==> src/mbs_pkg.sv <==
// constants and carrier types for the drive parameter slave command layer
// assumes framing, silence timing and crc are checked upstream
package mbs_pkg;
    localparam logic [7:0] FC_READ_COILS = 8'h01;
    localparam logic [7:0] FC_READ_HOLD = 8'h03;
    localparam logic [7:0] FC_WRITE_COIL = 8'h05;
    localparam logic [7:0] FC_WRITE_REG = 8'h06;
    localparam logic [7:0] FC_DIAG = 8'h08;
    localparam logic [7:0] FC_EVENT_CNT = 8'h0b;
    localparam logic [7:0] FC_WRITE_COILS = 8'h0f;
    localparam logic [7:0] FC_WRITE_REGS = 8'h10;
    localparam logic [7:0] FC_SLAVE_ID = 8'h11;
    localparam logic [7:0] FC_EXC_FLAG = 8'h80;

    localparam logic [7:0] EXC_FUNC = 8'h01;
    localparam logic [7:0] EXC_ADDR = 8'h02;
    localparam logic [7:0] EXC_VALUE = 8'h03;
    localparam logic [7:0] EXC_FAIL = 8'h04;

    localparam logic [15:0] SUB_RESTART = 16'h0001;
    localparam logic [15:0] SUB_DIAG_REG = 16'h0002;
    localparam logic [15:0] SUB_CLEAR = 16'h000a;
    localparam logic [15:0] SUB_BUS_MSG = 16'h000b;
    localparam logic [15:0] SUB_COMM_ERR = 16'h000c;
    localparam logic [15:0] SUB_EXC_CNT = 16'h000d;
    localparam logic [15:0] SUB_SLAVE_MSG = 16'h000e;

    localparam logic [15:0] REG_FAULT = 16'h0007;
    localparam logic [15:0] REG_INDEX = 16'h0009;
    localparam logic [15:0] REG_CMD = 16'hc350;
    localparam logic [15:0] REG_REF = 16'hc35a;
    localparam logic [15:0] REG_STATE = 16'hc418;
    localparam logic [15:0] REG_MAV = 16'hc422;
    localparam logic [15:0] PARAM_STEP = 16'h000a;
    localparam logic [15:0] PARAM_REG_LAST = 16'hc346;
    localparam logic [15:0] TEXT_MAX_WORDS = 16'h000a;
    localparam logic [7:0] TEXT_SPACE = 8'h20;

    localparam logic [15:0] COIL_STORE = 16'h0040;
    localparam logic [16:0] COIL_COUNT = 17'h00041;
    localparam logic [15:0] COIL_MAX_READ = 16'h0010;
    localparam logic [15:0] COIL_ON = 16'hff00;
    localparam logic [15:0] COIL_OFF = 16'h0000;

    localparam int CMD_VALID_BIT = 10;
    localparam int CMD_RESET_BIT = 7;
    localparam logic [15:0] RESET_WORD = 16'h0000;
    localparam logic [15:0] SLAVE_ID_WORD = 16'h005a; // arbitrary value

    typedef struct packed {
        logic valid;
        logic bad;
        logic for_me;
        logic [7:0] func;
        logic [15:0] addr;
        logic [15:0] qty;
        logic [7:0] bcnt;
        logic [9:0][15:0] wdata;
    } mbs_req_s;

    typedef struct packed {
        logic valid;
        logic first;
        logic last;
        logic [7:0] func;
        logic [15:0] data;
    } mbs_rsp_s;

    typedef struct packed {
        logic valid;
        logic write;
        logic nv;
        logic [15:0] num;
        logic [15:0] index;
        logic [3:0] word;
        logic [15:0] wdata;
    } mbs_preq_s;

    typedef enum logic [0:0] {ST_IDLE, ST_PARAM} mbs_state_e;
endpackage

==> src/mbs_slave.sv <==
// command layer of a modbus rtu drive slave: decode, register map, replies
// assumes an upstream framer hands over one checked frame at a time and
// waits for the last reply beat before handing over the next
`timescale 1ns/1ps
`default_nettype none

module mbs_slave (
    input wire logic CLK,
    input wire logic RST_N,
    input wire mbs_pkg::mbs_req_s REQ,
    input wire logic [15:0] FAULT_CODE,
    input wire logic [15:0] STATE_WORD,
    input wire logic [15:0] MAIN_ACTUAL,
    input wire logic STORE_READY,
    input wire logic PARAM_ACK,
    input wire logic PARAM_ERR,
    input wire logic [15:0] PARAM_RDATA,
    input wire logic [4:0] PARAM_TEXT_LEN,
    output mbs_pkg::mbs_rsp_s RSP,
    output mbs_pkg::mbs_preq_s PARAM_REQ,
    output logic [15:0] CMD_APPLIED,
    output logic [15:0] SPEED_REF,
    output logic STORE_NV,
    output logic TRIP_RESET,
    output logic COMM_RESTART
);
    ////////////////////////////////////////////////////////////////////////
    function automatic logic is_param(input logic [15:0] a);
        return (a != 16'h0000) && (a % mbs_pkg::PARAM_STEP == 16'h0000)
            && (a <= mbs_pkg::PARAM_REG_LAST);
    endfunction

    function automatic logic is_rw(input logic [15:0] a);
        return a == mbs_pkg::REG_INDEX || a == mbs_pkg::REG_CMD || a == mbs_pkg::REG_REF;
    endfunction

    function automatic logic is_ro(input logic [15:0] a);
        return a == mbs_pkg::REG_FAULT || a == mbs_pkg::REG_STATE || a == mbs_pkg::REG_MAV;
    endfunction

    // blanks every character past the stored text length; a zero length leaves the word as read
    function automatic logic [15:0] pad_word(input logic [15:0] d, input logic [4:0] len,
                                             input logic [3:0] k);
        logic [5:0] c0;
        c0 = {1'b0, k, 1'b0};
        if (len == 5'h00) begin
            return d;
        end
        return {(c0 < {1'b0, len}) ? d[15:8] : mbs_pkg::TEXT_SPACE,
                (c0 + 6'h01 < {1'b0, len}) ? d[7:0] : mbs_pkg::TEXT_SPACE};
    endfunction

    ////////////////////////////////////////////////////////////////////////
    mbs_pkg::mbs_state_e state, next_state;
    mbs_pkg::mbs_req_s hold, next_hold;
    mbs_pkg::mbs_rsp_s next_rsp;
    mbs_pkg::mbs_preq_s next_preq;
    logic [3:0] k, next_k;
    logic [15:0] cmd_word, next_cmd_word, next_applied, next_speed_ref, index, next_index;
    logic next_nv, next_trip, next_restart, clear_diag;
    logic [15:0] cnt_bus, cnt_err, cnt_exc, cnt_slave, diag_reg;
    logic [15:0] next_cnt_bus, next_cnt_err, next_cnt_exc, next_cnt_slave, next_diag_reg;
    logic [7:0] exc, fc;
    logic done;
    logic [15:0] rdata, wval;
    logic [64:0] coils;
    logic last_beat;

    assign coils = {STORE_NV, MAIN_ACTUAL, STATE_WORD, SPEED_REF, cmd_word};

    always_comb begin
        next_state = state;
        next_hold = hold;
        next_k = k;
        next_preq = PARAM_REQ;
        next_rsp = '0;
        next_cmd_word = cmd_word;
        next_applied = CMD_APPLIED;
        next_speed_ref = SPEED_REF;
        next_index = index;
        next_nv = STORE_NV;
        next_restart = 1'b0;
        clear_diag = 1'b0;
        exc = 8'h00;
        done = 1'b0;
        rdata = 16'h0000;
        fc = hold.func;
        wval = (REQ.func == mbs_pkg::FC_WRITE_REG) ? REQ.qty : REQ.wdata[0];
        last_beat = 1'b0;
        case (state)
            mbs_pkg::ST_IDLE: begin
                fc = REQ.func;
                if (REQ.valid && !REQ.bad && REQ.for_me) begin
                    next_hold = REQ;
                    rdata = REQ.qty;
                    case (REQ.func)
                        mbs_pkg::FC_READ_HOLD, mbs_pkg::FC_WRITE_REG,
                        mbs_pkg::FC_WRITE_REGS: begin
                            if (REQ.func != mbs_pkg::FC_WRITE_REG && (REQ.qty == 16'h0000
                                || (REQ.func == mbs_pkg::FC_WRITE_REGS
                                && REQ.bcnt != {REQ.qty[6:0], 1'b0}))) begin
                                exc = mbs_pkg::EXC_VALUE;
                            end else if (is_param(REQ.addr)) begin
                                if (REQ.func != mbs_pkg::FC_WRITE_REG
                                    && REQ.qty > mbs_pkg::TEXT_MAX_WORDS) begin
                                    exc = mbs_pkg::EXC_ADDR;
                                end else if (!STORE_READY) begin
                                    exc = mbs_pkg::EXC_FUNC;
                                end else begin
                                    // one store handshake per register word
                                    next_state = mbs_pkg::ST_PARAM;
                                    next_k = 4'h0;
                                    next_preq.valid = 1'b1;
                                    next_preq.write = REQ.func != mbs_pkg::FC_READ_HOLD;
                                    next_preq.nv = STORE_NV;
                                    next_preq.num = REQ.addr / mbs_pkg::PARAM_STEP;
                                    next_preq.index = index;
                                    next_preq.word = 4'h0;
                                    next_preq.wdata = wval;
                                end
                            end else if (REQ.func != mbs_pkg::FC_WRITE_REG
                                && REQ.qty != 16'h0001) begin
                                exc = mbs_pkg::EXC_ADDR;
                            end else if (REQ.func == mbs_pkg::FC_READ_HOLD) begin
                                done = 1'b1;
                                case (REQ.addr)
                                    mbs_pkg::REG_FAULT: rdata = FAULT_CODE;
                                    mbs_pkg::REG_INDEX: rdata = index;
                                    mbs_pkg::REG_CMD: rdata = cmd_word;
                                    mbs_pkg::REG_REF: rdata = SPEED_REF;
                                    mbs_pkg::REG_STATE: rdata = STATE_WORD;
                                    mbs_pkg::REG_MAV: rdata = MAIN_ACTUAL;
                                    default: begin
                                        done = 1'b0;
                                        exc = mbs_pkg::EXC_ADDR;
                                    end
                                endcase
                            end else if (is_rw(REQ.addr)) begin
                                done = 1'b1;
                                case (REQ.addr)
                                    mbs_pkg::REG_INDEX: next_index = wval;
                                    mbs_pkg::REG_REF: next_speed_ref = wval;
                                    default: begin
                                        next_cmd_word = wval;
                                        if (wval[mbs_pkg::CMD_VALID_BIT]) begin
                                            next_applied = wval;
                                        end
                                    end
                                endcase
                            end else begin
                                exc = mbs_pkg::EXC_ADDR;
                            end
                        end
                        mbs_pkg::FC_READ_COILS: begin
                            if (REQ.qty == 16'h0000 || REQ.qty > mbs_pkg::COIL_MAX_READ) begin
                                exc = mbs_pkg::EXC_VALUE;
                            end else if ({1'b0, REQ.addr} + {1'b0, REQ.qty}
                                > mbs_pkg::COIL_COUNT) begin
                                exc = mbs_pkg::EXC_ADDR;
                            end else begin
                                done = 1'b1;
                                rdata = 16'(coils >> REQ.addr)
                                    & 16'((17'h00001 << REQ.qty[4:0]) - 17'h00001);
                            end
                        end
                        mbs_pkg::FC_WRITE_COIL, mbs_pkg::FC_WRITE_COILS: begin
                            if (REQ.func == mbs_pkg::FC_WRITE_COIL ? (REQ.qty != mbs_pkg::COIL_ON
                                && REQ.qty != mbs_pkg::COIL_OFF)
                                : (REQ.qty != 16'h0001 || REQ.bcnt != 8'h01)) begin
                                exc = mbs_pkg::EXC_VALUE;
                            end else if (REQ.addr != mbs_pkg::COIL_STORE) begin
                                exc = mbs_pkg::EXC_ADDR;
                            end else begin
                                done = 1'b1;
                                next_nv = (REQ.func == mbs_pkg::FC_WRITE_COIL)
                                    ? REQ.qty[15] : REQ.wdata[0][0];
                            end
                        end
                        mbs_pkg::FC_EVENT_CNT: begin
                            done = 1'b1;
                            rdata = cnt_bus;
                        end
                        mbs_pkg::FC_SLAVE_ID: begin
                            done = 1'b1;
                            rdata = mbs_pkg::SLAVE_ID_WORD;
                        end
                        mbs_pkg::FC_DIAG: begin
                            done = 1'b1;
                            case (REQ.addr)
                                mbs_pkg::SUB_RESTART: begin
                                    next_restart = 1'b1;
                                    clear_diag = 1'b1;
                                end
                                mbs_pkg::SUB_DIAG_REG: rdata = diag_reg;
                                mbs_pkg::SUB_CLEAR: clear_diag = 1'b1;
                                mbs_pkg::SUB_BUS_MSG: rdata = cnt_bus;
                                mbs_pkg::SUB_COMM_ERR: rdata = cnt_err;
                                mbs_pkg::SUB_EXC_CNT: rdata = cnt_exc;
                                mbs_pkg::SUB_SLAVE_MSG: rdata = cnt_slave;
                                default: begin
                                    done = 1'b0;
                                    exc = mbs_pkg::EXC_VALUE;
                                end
                            endcase
                        end
                        default: exc = mbs_pkg::EXC_FUNC;
                    endcase
                end
            end
            mbs_pkg::ST_PARAM: begin
                if (PARAM_ACK) begin
                    last_beat = (hold.func == mbs_pkg::FC_WRITE_REG)
                        || ({12'h000, k} == hold.qty - 16'h0001);
                    if (PARAM_ERR) begin
                        exc = mbs_pkg::EXC_FAIL;
                    end else if (!PARAM_REQ.write) begin
                        next_rsp.valid = 1'b1;
                        next_rsp.first = k == 4'h0;
                        next_rsp.last = last_beat;
                        next_rsp.func = hold.func;
                        next_rsp.data = pad_word(PARAM_RDATA, PARAM_TEXT_LEN, k);
                    end else if (last_beat) begin
                        done = 1'b1;
                        rdata = hold.qty;
                    end
                    if (PARAM_ERR || last_beat) begin
                        next_state = mbs_pkg::ST_IDLE;
                        next_preq.valid = 1'b0;
                    end else begin
                        next_k = k + 4'h1;
                        next_preq.word = k + 4'h1;
                        next_preq.wdata = hold.wdata[k + 4'h1];
                    end
                end
            end
            default: next_state = mbs_pkg::ST_IDLE;
        endcase
        if (exc != 8'h00) begin
            next_rsp = '{1'b1, 1'b1, 1'b1, fc | mbs_pkg::FC_EXC_FLAG, {8'h00, exc}};
        end else if (done) begin
            next_rsp = '{1'b1, 1'b1, 1'b1, fc, rdata};
        end
        next_trip = next_applied[mbs_pkg::CMD_RESET_BIT]
            && !CMD_APPLIED[mbs_pkg::CMD_RESET_BIT];
    end

    ////////////////////////////////////////////////////////////////////////
    // a clear in the same cycle as a counted event keeps that event
    always_comb begin
        next_cnt_bus = (clear_diag ? 16'h0000 : cnt_bus)
            + {15'h0000, REQ.valid && !REQ.bad};
        next_cnt_err = (clear_diag ? 16'h0000 : cnt_err) + {15'h0000, REQ.valid && REQ.bad};
        next_cnt_slave = (clear_diag ? 16'h0000 : cnt_slave)
            + {15'h0000, REQ.valid && !REQ.bad && REQ.for_me};
        next_cnt_exc = (clear_diag ? 16'h0000 : cnt_exc) + {15'h0000, exc != 8'h00};
        next_diag_reg = (exc != 8'h00) ? {8'h00, exc} : (clear_diag ? 16'h0000 : diag_reg);
    end

    always_ff @(posedge CLK) begin
        if (!RST_N) begin
            state <= mbs_pkg::ST_IDLE;
            hold <= '0;
            k <= 4'h0;
            RSP <= '0;
            PARAM_REQ <= '0;
            cmd_word <= mbs_pkg::RESET_WORD;
            CMD_APPLIED <= mbs_pkg::RESET_WORD;
            SPEED_REF <= mbs_pkg::RESET_WORD;
            index <= mbs_pkg::RESET_WORD;
            STORE_NV <= 1'b0;
            TRIP_RESET <= 1'b0;
            COMM_RESTART <= 1'b0;
            cnt_bus <= 16'h0000;
            cnt_err <= 16'h0000;
            cnt_exc <= 16'h0000;
            cnt_slave <= 16'h0000;
            diag_reg <= 16'h0000;
        end else begin
            state <= next_state;
            hold <= next_hold;
            k <= next_k;
            RSP <= next_rsp;
            PARAM_REQ <= next_preq;
            cmd_word <= next_cmd_word;
            CMD_APPLIED <= next_applied;
            SPEED_REF <= next_speed_ref;
            index <= next_index;
            STORE_NV <= next_nv;
            TRIP_RESET <= next_trip;
            COMM_RESTART <= next_restart;
            cnt_bus <= next_cnt_bus;
            cnt_err <= next_cnt_err;
            cnt_exc <= next_cnt_exc;
            cnt_slave <= next_cnt_slave;
            diag_reg <= next_diag_reg;
        end
    end
endmodule

`default_nettype wire

==> config.mk <==
export PLATFORM = sky130hd
export DESIGN_NAME = mbs_slave
export DESIGN_NICKNAME = d
export VERILOG_FILES = /design/src/mbs_pkg.sv /design/src/mbs_slave.sv
export SDC_FILE = /design/constraint.sdc
export NUM_CORES = 2
export LEC_CHECK = 0
export BUFFER_PORTS_ARGS = -buffer_cell sky130_fd_sc_hd__buf_2
export CAP_MARGIN = 15
export CORE_MARGIN = 2
export CORE_UTILIZATION = 58
export CTS_CLUSTER_SIZE = 30
export DETAILED_ROUTE_END_ITERATION = 12
export HOLD_SLACK_MARGIN = 0.06
export PLACE_DENSITY_LB_ADDON = 0.05
export SLEW_MARGIN = 20
export SYNTH_ARGS = -nofsm -noshare
export SYNTH_HDL_FRONTEND = slang
export SYNTH_SLANG_ARGS = --single-unit
==> constraint.sdc <==
create_clock -name CLK -period 8.05 [get_ports CLK]
set_input_delay 0.805 -clock CLK [delete_from_list [all_inputs] [get_ports CLK]]
set_output_delay 0.805 -clock CLK [all_outputs]
set_load 0.03 [all_outputs]
---- Word level (Yosys, flattened, before mapping) ----
Cells that the tools add are included.
cells by class
  add/sub/neg operators ................... 9
  divide/modulo/power cells ............... 2
  $lt $le $gt $ge ......................... 7
  equality and inequality tests ........... 40
  shift operators ......................... 2
  mux-type cells .......................... 123
  bitwise gates (word level) .............. 13
  reduce and logical (&&, ||, !) cells .... 46
operators by type and width
  kind                                                  number
  two-way mux 55 bit                                    6
  two-way mux 16 bit                                    19
  two-way mux 27 bit                                    6
  two-way mux 8 bit                                     20
  one-hot mux 16 bit (5 select lines)                   2
  equality test 16 x 4 -> 1 bit, second input constant  6
  one-hot mux 16 bit (6 select lines)                   1
  right shift 65 x 16 -> 16 bit                         1
  adder 16 x 1 -> 16 bit                                4
  binary-select mux 16 bit (select 4 bit)               1
  equality test 16 bit, second input constant           4
  two-way mux 20 bit                                    2
  one-hot mux 20 bit (2 select lines)                   1
  one-hot mux 8 bit (5 select lines)                    1
  two-way mux 1 bit                                     39
  zero test 16 bit                                      2
  two-way mux 4 bit                                     8
  one-hot mux 16 bit (2 select lines)                   1
  nonzero test 16 bit                                   2
  subtractor 16 x 1 -> 16 bit, second input constant    2
  AND reduction 9 bit                                   3
  equality test 8 x 3 -> 1 bit, second input constant   3
  equality test 8 x 4 -> 1 bit, second input constant   3
  adder 16 x 16 -> 17 bit                               1
  53 further kinds                                      104
word-level totals
  register bits ........................... 410
  bits of input ports ..................... 285
  output and inout bits ................... 117
  word-level logic and storage cells ...... 282

---- Depth between registers and ports, before layout ----
  depth after elaboration ................. 13
  depth in mapped cells ................... 36
  mapped depth without buffers ............ 30

---- Worst setup path before layout ----
OpenSTA, ideal clock, no wires.
  kind .................................... input to register
  start point ............................. input port REQ[195] in the netlist's numbering
  end point ............................... register cnt_exc[14]
  setup time .............................. 128 ps
  data arrival time ....................... 6890 ps
  required time ........................... 7922 ps
  setup slack ............................. 1032 ps
  cell stages on the path ................. 33
  path buffers ............................ 5
  path through ............................ buf_2 buf_2 or3_1 o211ai_1 buf_4 mux2_1 mux2i_1 nor2_2 or2_2 a21oi_1 o22a_1 buf_4 xnor2_1 nor2_1 o31ai_1 nand2_1 a211oi_1 xnor2_1 ha_1 nand2_1 nor2_1 o211a_1 a211oi_4 nor2_2 o31a_4 nand3_1 ha_1 ha_1 clkbuf_1 nand3_1 nor2_1 xnor2_1 nor2_1
between the ends
  word-level cells in the longest chain between the ends .. 13
  elaborated cells on any way between the ends .. 48
  classes of those cells .................. add/sub: 2; div: 1; order compare: 2; eq/ne: 14; mux: 19; reduce/logical: 10
RTL lines
  item                                                                      RTL line          RTL
  from (decl)                                                               mbs_slave.sv:10   input wire mbs_pkg::mbs_req_s REQ,
  branches (longest 12 deep; another with remainder unit 16 x 4 -> 16 bit)  n/a
  adder 16 x 1 -> 16 bit *                                                  mbs_slave.sv:255  next_cnt_exc = (clear_diag ? 16'h0000 : cnt_exc) + {15'h0000, exc != 8'h00};
  to (signal assigned)                                                      mbs_slave.sv:293  cnt_exc <= next_cnt_exc;
  to (decl)                                                                 mbs_slave.sv:61   logic [15:0] cnt_bus, cnt_err, cnt_exc, cnt_slave, diag_reg;
Every way passes the cells marked *.
A chain may end at the register's enable or synchronous reset.

---- Final worst setup path ----
  start point ............................. input port REQ[197] in the netlist's numbering
  end point ............................... register cnt_exc[14]
The elaborated chain is that of the path after synthesis.

==> metrics <==
status finished, final reports clean; layout cells sized above 1 20.5%; CP max stage cell and3_1; Routed Antenna Nets 0; initial antenna violation count 6; Nets 3667; CP arrival 7840 ps; I/O pin count 402; detailed placer's ending HPWL 70000 um; largest cells by area after synthesis dfxtp_1 32%, nand2_1 9.3%, mux4_2 8.4%; register area 7970 um^2; Setup crit end kind register; max FFs per register 184; via-per-instance ratio 6.66; TNS Setup 0 ps; Slew HR 24.4%; reg-to-reg slack, setup 4730 ps; Crit path top cell by count nor2_1; root buf cell clkbuf_16; PD cells 174 nW/um^2; post-synthesis cell count 3106; area of the multi-input gates 15700 um^2; Startpoint Class primary input; #FFs+latches synth 398; Max Slew Vio Count 0; Worst Skew 19.4 ps; RSZ-0062 raised after global routing false; Pint 3590 uW; Lkg Pwr 0.0113 uW; Unique masters post-synth 110; CTS hold repair buffers 0; number of DRC markers in iteration 0 3289; Die W 211 um; GP Congestion 1.05; worst hold margin 451 ps; FFs w/ async S/R, synth 0%; Initial Util 58.9%; TritonCTS buffer count 43; die area 44500 um^2; drt wl/cell 24.5 um; worst slew pin tran 1130 ps; Reg power frac 40.8%; most frequent cell after synthesis nand2_1; min-delay worst type register to register; top-area cell type share of the netlist area 32.1%; row count 75; Mapped Avg Cell Area 7.99 um^2; Core ar. 42100 um^2; Clk pwr share 44.2%; share of total power in combinational logic 15.0%; first-pass detailed-route iteration total 8; global-route wire length before repair 143000 um; Setup Crit Path Kind primary input to register; I/O Buffers 398; most frequently used flop master after synthesis dfxtp_1; Largest Register hold; vias 26138; CTS HTree Levels 2; Area after DPL 26900 um^2; Fin. Hold Viols 0; P_sw 1360 uW; slowest stage delay, CP 510 ps; leading cell types by count after synthesis 614 x nand2_1, 398 x dfxtp_1, 335 x a21oi_1; total grt overflow 0; CTS tree yes; Area growth syn-to-layout 14.8%; Reg clk slew, reported paths 60 ps; synth warn 0; Period minus WS final 7400 ps; Max Freq 0.135 GHz; Post-synth EDFFs 0; Top Registers hold: 184 flops, PARAM_REQ: 49 flops, RSP: 27 flops; CTS sink count 398; fin area 28500 um^2; DRC 0; clk_lat worst skew 590 ps; Seq/Total Area, Yosys 32.1%; Final setup viols 0; via count of the first global-routing pass 24391; Max clock buf depth 3; largest net degree at the start of global routing 161; total global-route track usage 41.8%; total of max-cap violations 0; switch share 27.5%; fillers 3530; period utilisation layout 92.0%; VDD IR-drop max 0.197 mV; post-synth top area cell dfxtp_1; mapped cell area 24800 um^2; Die Ht 211 um; Total Routed Length 96100 um; Worst EP required 8480 ps; Crit Path Max Fanout 15
## placed cells by master, fill, tap and decap left out, types with 29 or more instances in the layout
cell,instances
nand2_1,612
a211oi_1,29
buf_4,54
nor3_1,59
dfxtp_1,397
o21ai_0,92
a22oi_1,41
mux2i_1,150
nor2b_1,31
xor2_1,46
mux4_2,93
nor2_1,309
nand3_1,93
ha_1,35
buf_2,397
xnor2_1,36
inv_1,33
clkbuf_16,43
a221oi_1,44
a21oi_1,335
## cell type report
| class | instances | area share, % |
|---|---|---|
| multi-input combinational | 2412 | 55.2 |
| sequential | 398 | 28.0 |
| timing repair buffer | 452 | 8.47 |
| clock buffer | 62 | 4.31 |
| tap | 539 | 2.37 |
| clock inverter | 15 | 1.14 |
| inverter | 39 | 0.540 |
| antenna | 5 | 0.0439 |
## kinds of logic after synthesis
family,share of synthesized area [%]
flip-flops,32.1
multiplexers,15.0
AND/OR/NAND/NOR,21.7
other,0.0151
AO/OA/AOI/OAI,21.3
XOR/XNOR,2.99
buffers and inverters,4.93
adder cells (fa/ha/maj),1.97
## through the flow
stage,std cells,setup WS [ps],util (%),total power [uW]
3_5_place_dp,3840,65.3,63.9,2780
3_3_place_gp,3840,224,63.9,2770
2_1_floorplan,3108,1030,-,2540
5_1_grt,3920,26.5,67.6,5090
4_1_cts,3917,598,67.5,4930
6_report,3922,645,67.6,4950
## worst paths after layout
kind / from / to / cells past startpoint
setup reg to reg: hold[168] / RSP[18] / 13
hold reg to reg: hold[100] / hold[100] / 2
setup / recovery: REQ[197] / cnt_exc[14] / 30
hold / removal: hold[100] / hold[100] / 2
## worst max-delay path, delay by kind of cell
kind | cells | cell delay [ps]
fa+ha+maj | 3 | 900
simple gates | 13 | 2260
compound gates | 11 | 3350
xor+xnor | 2 | 330
buf+inv | 1 | 200
## power groups by stage
stage	Sequential [uW]	Combinational, uW	Clock (uW)
global placement	2060	704	0
global route	2020	792	2270
floorplan	2060	476	0
CTS	2020	720	2190
finish	2020	742	2190
detailed placement	2070	714	0
## metal layers
| metal | part of all wire (%) | track usage [%] |
|---|---|---|
| met1 | 37 | 51.3 |
| met2 | 45 | 66.0 |
| met3 | 12 | 11.2 |
| met4 | 6.7 | 25.3 |
| met5 | 0.0073 | 0 |
## timing repair
action	in CTS	in global routing
hold endpoints to repair	0	0
setup endpoints to repair	0	7
gates resized for setup	0	1
buffers inserted	0	0
Power figures use the tool's default switching activity.
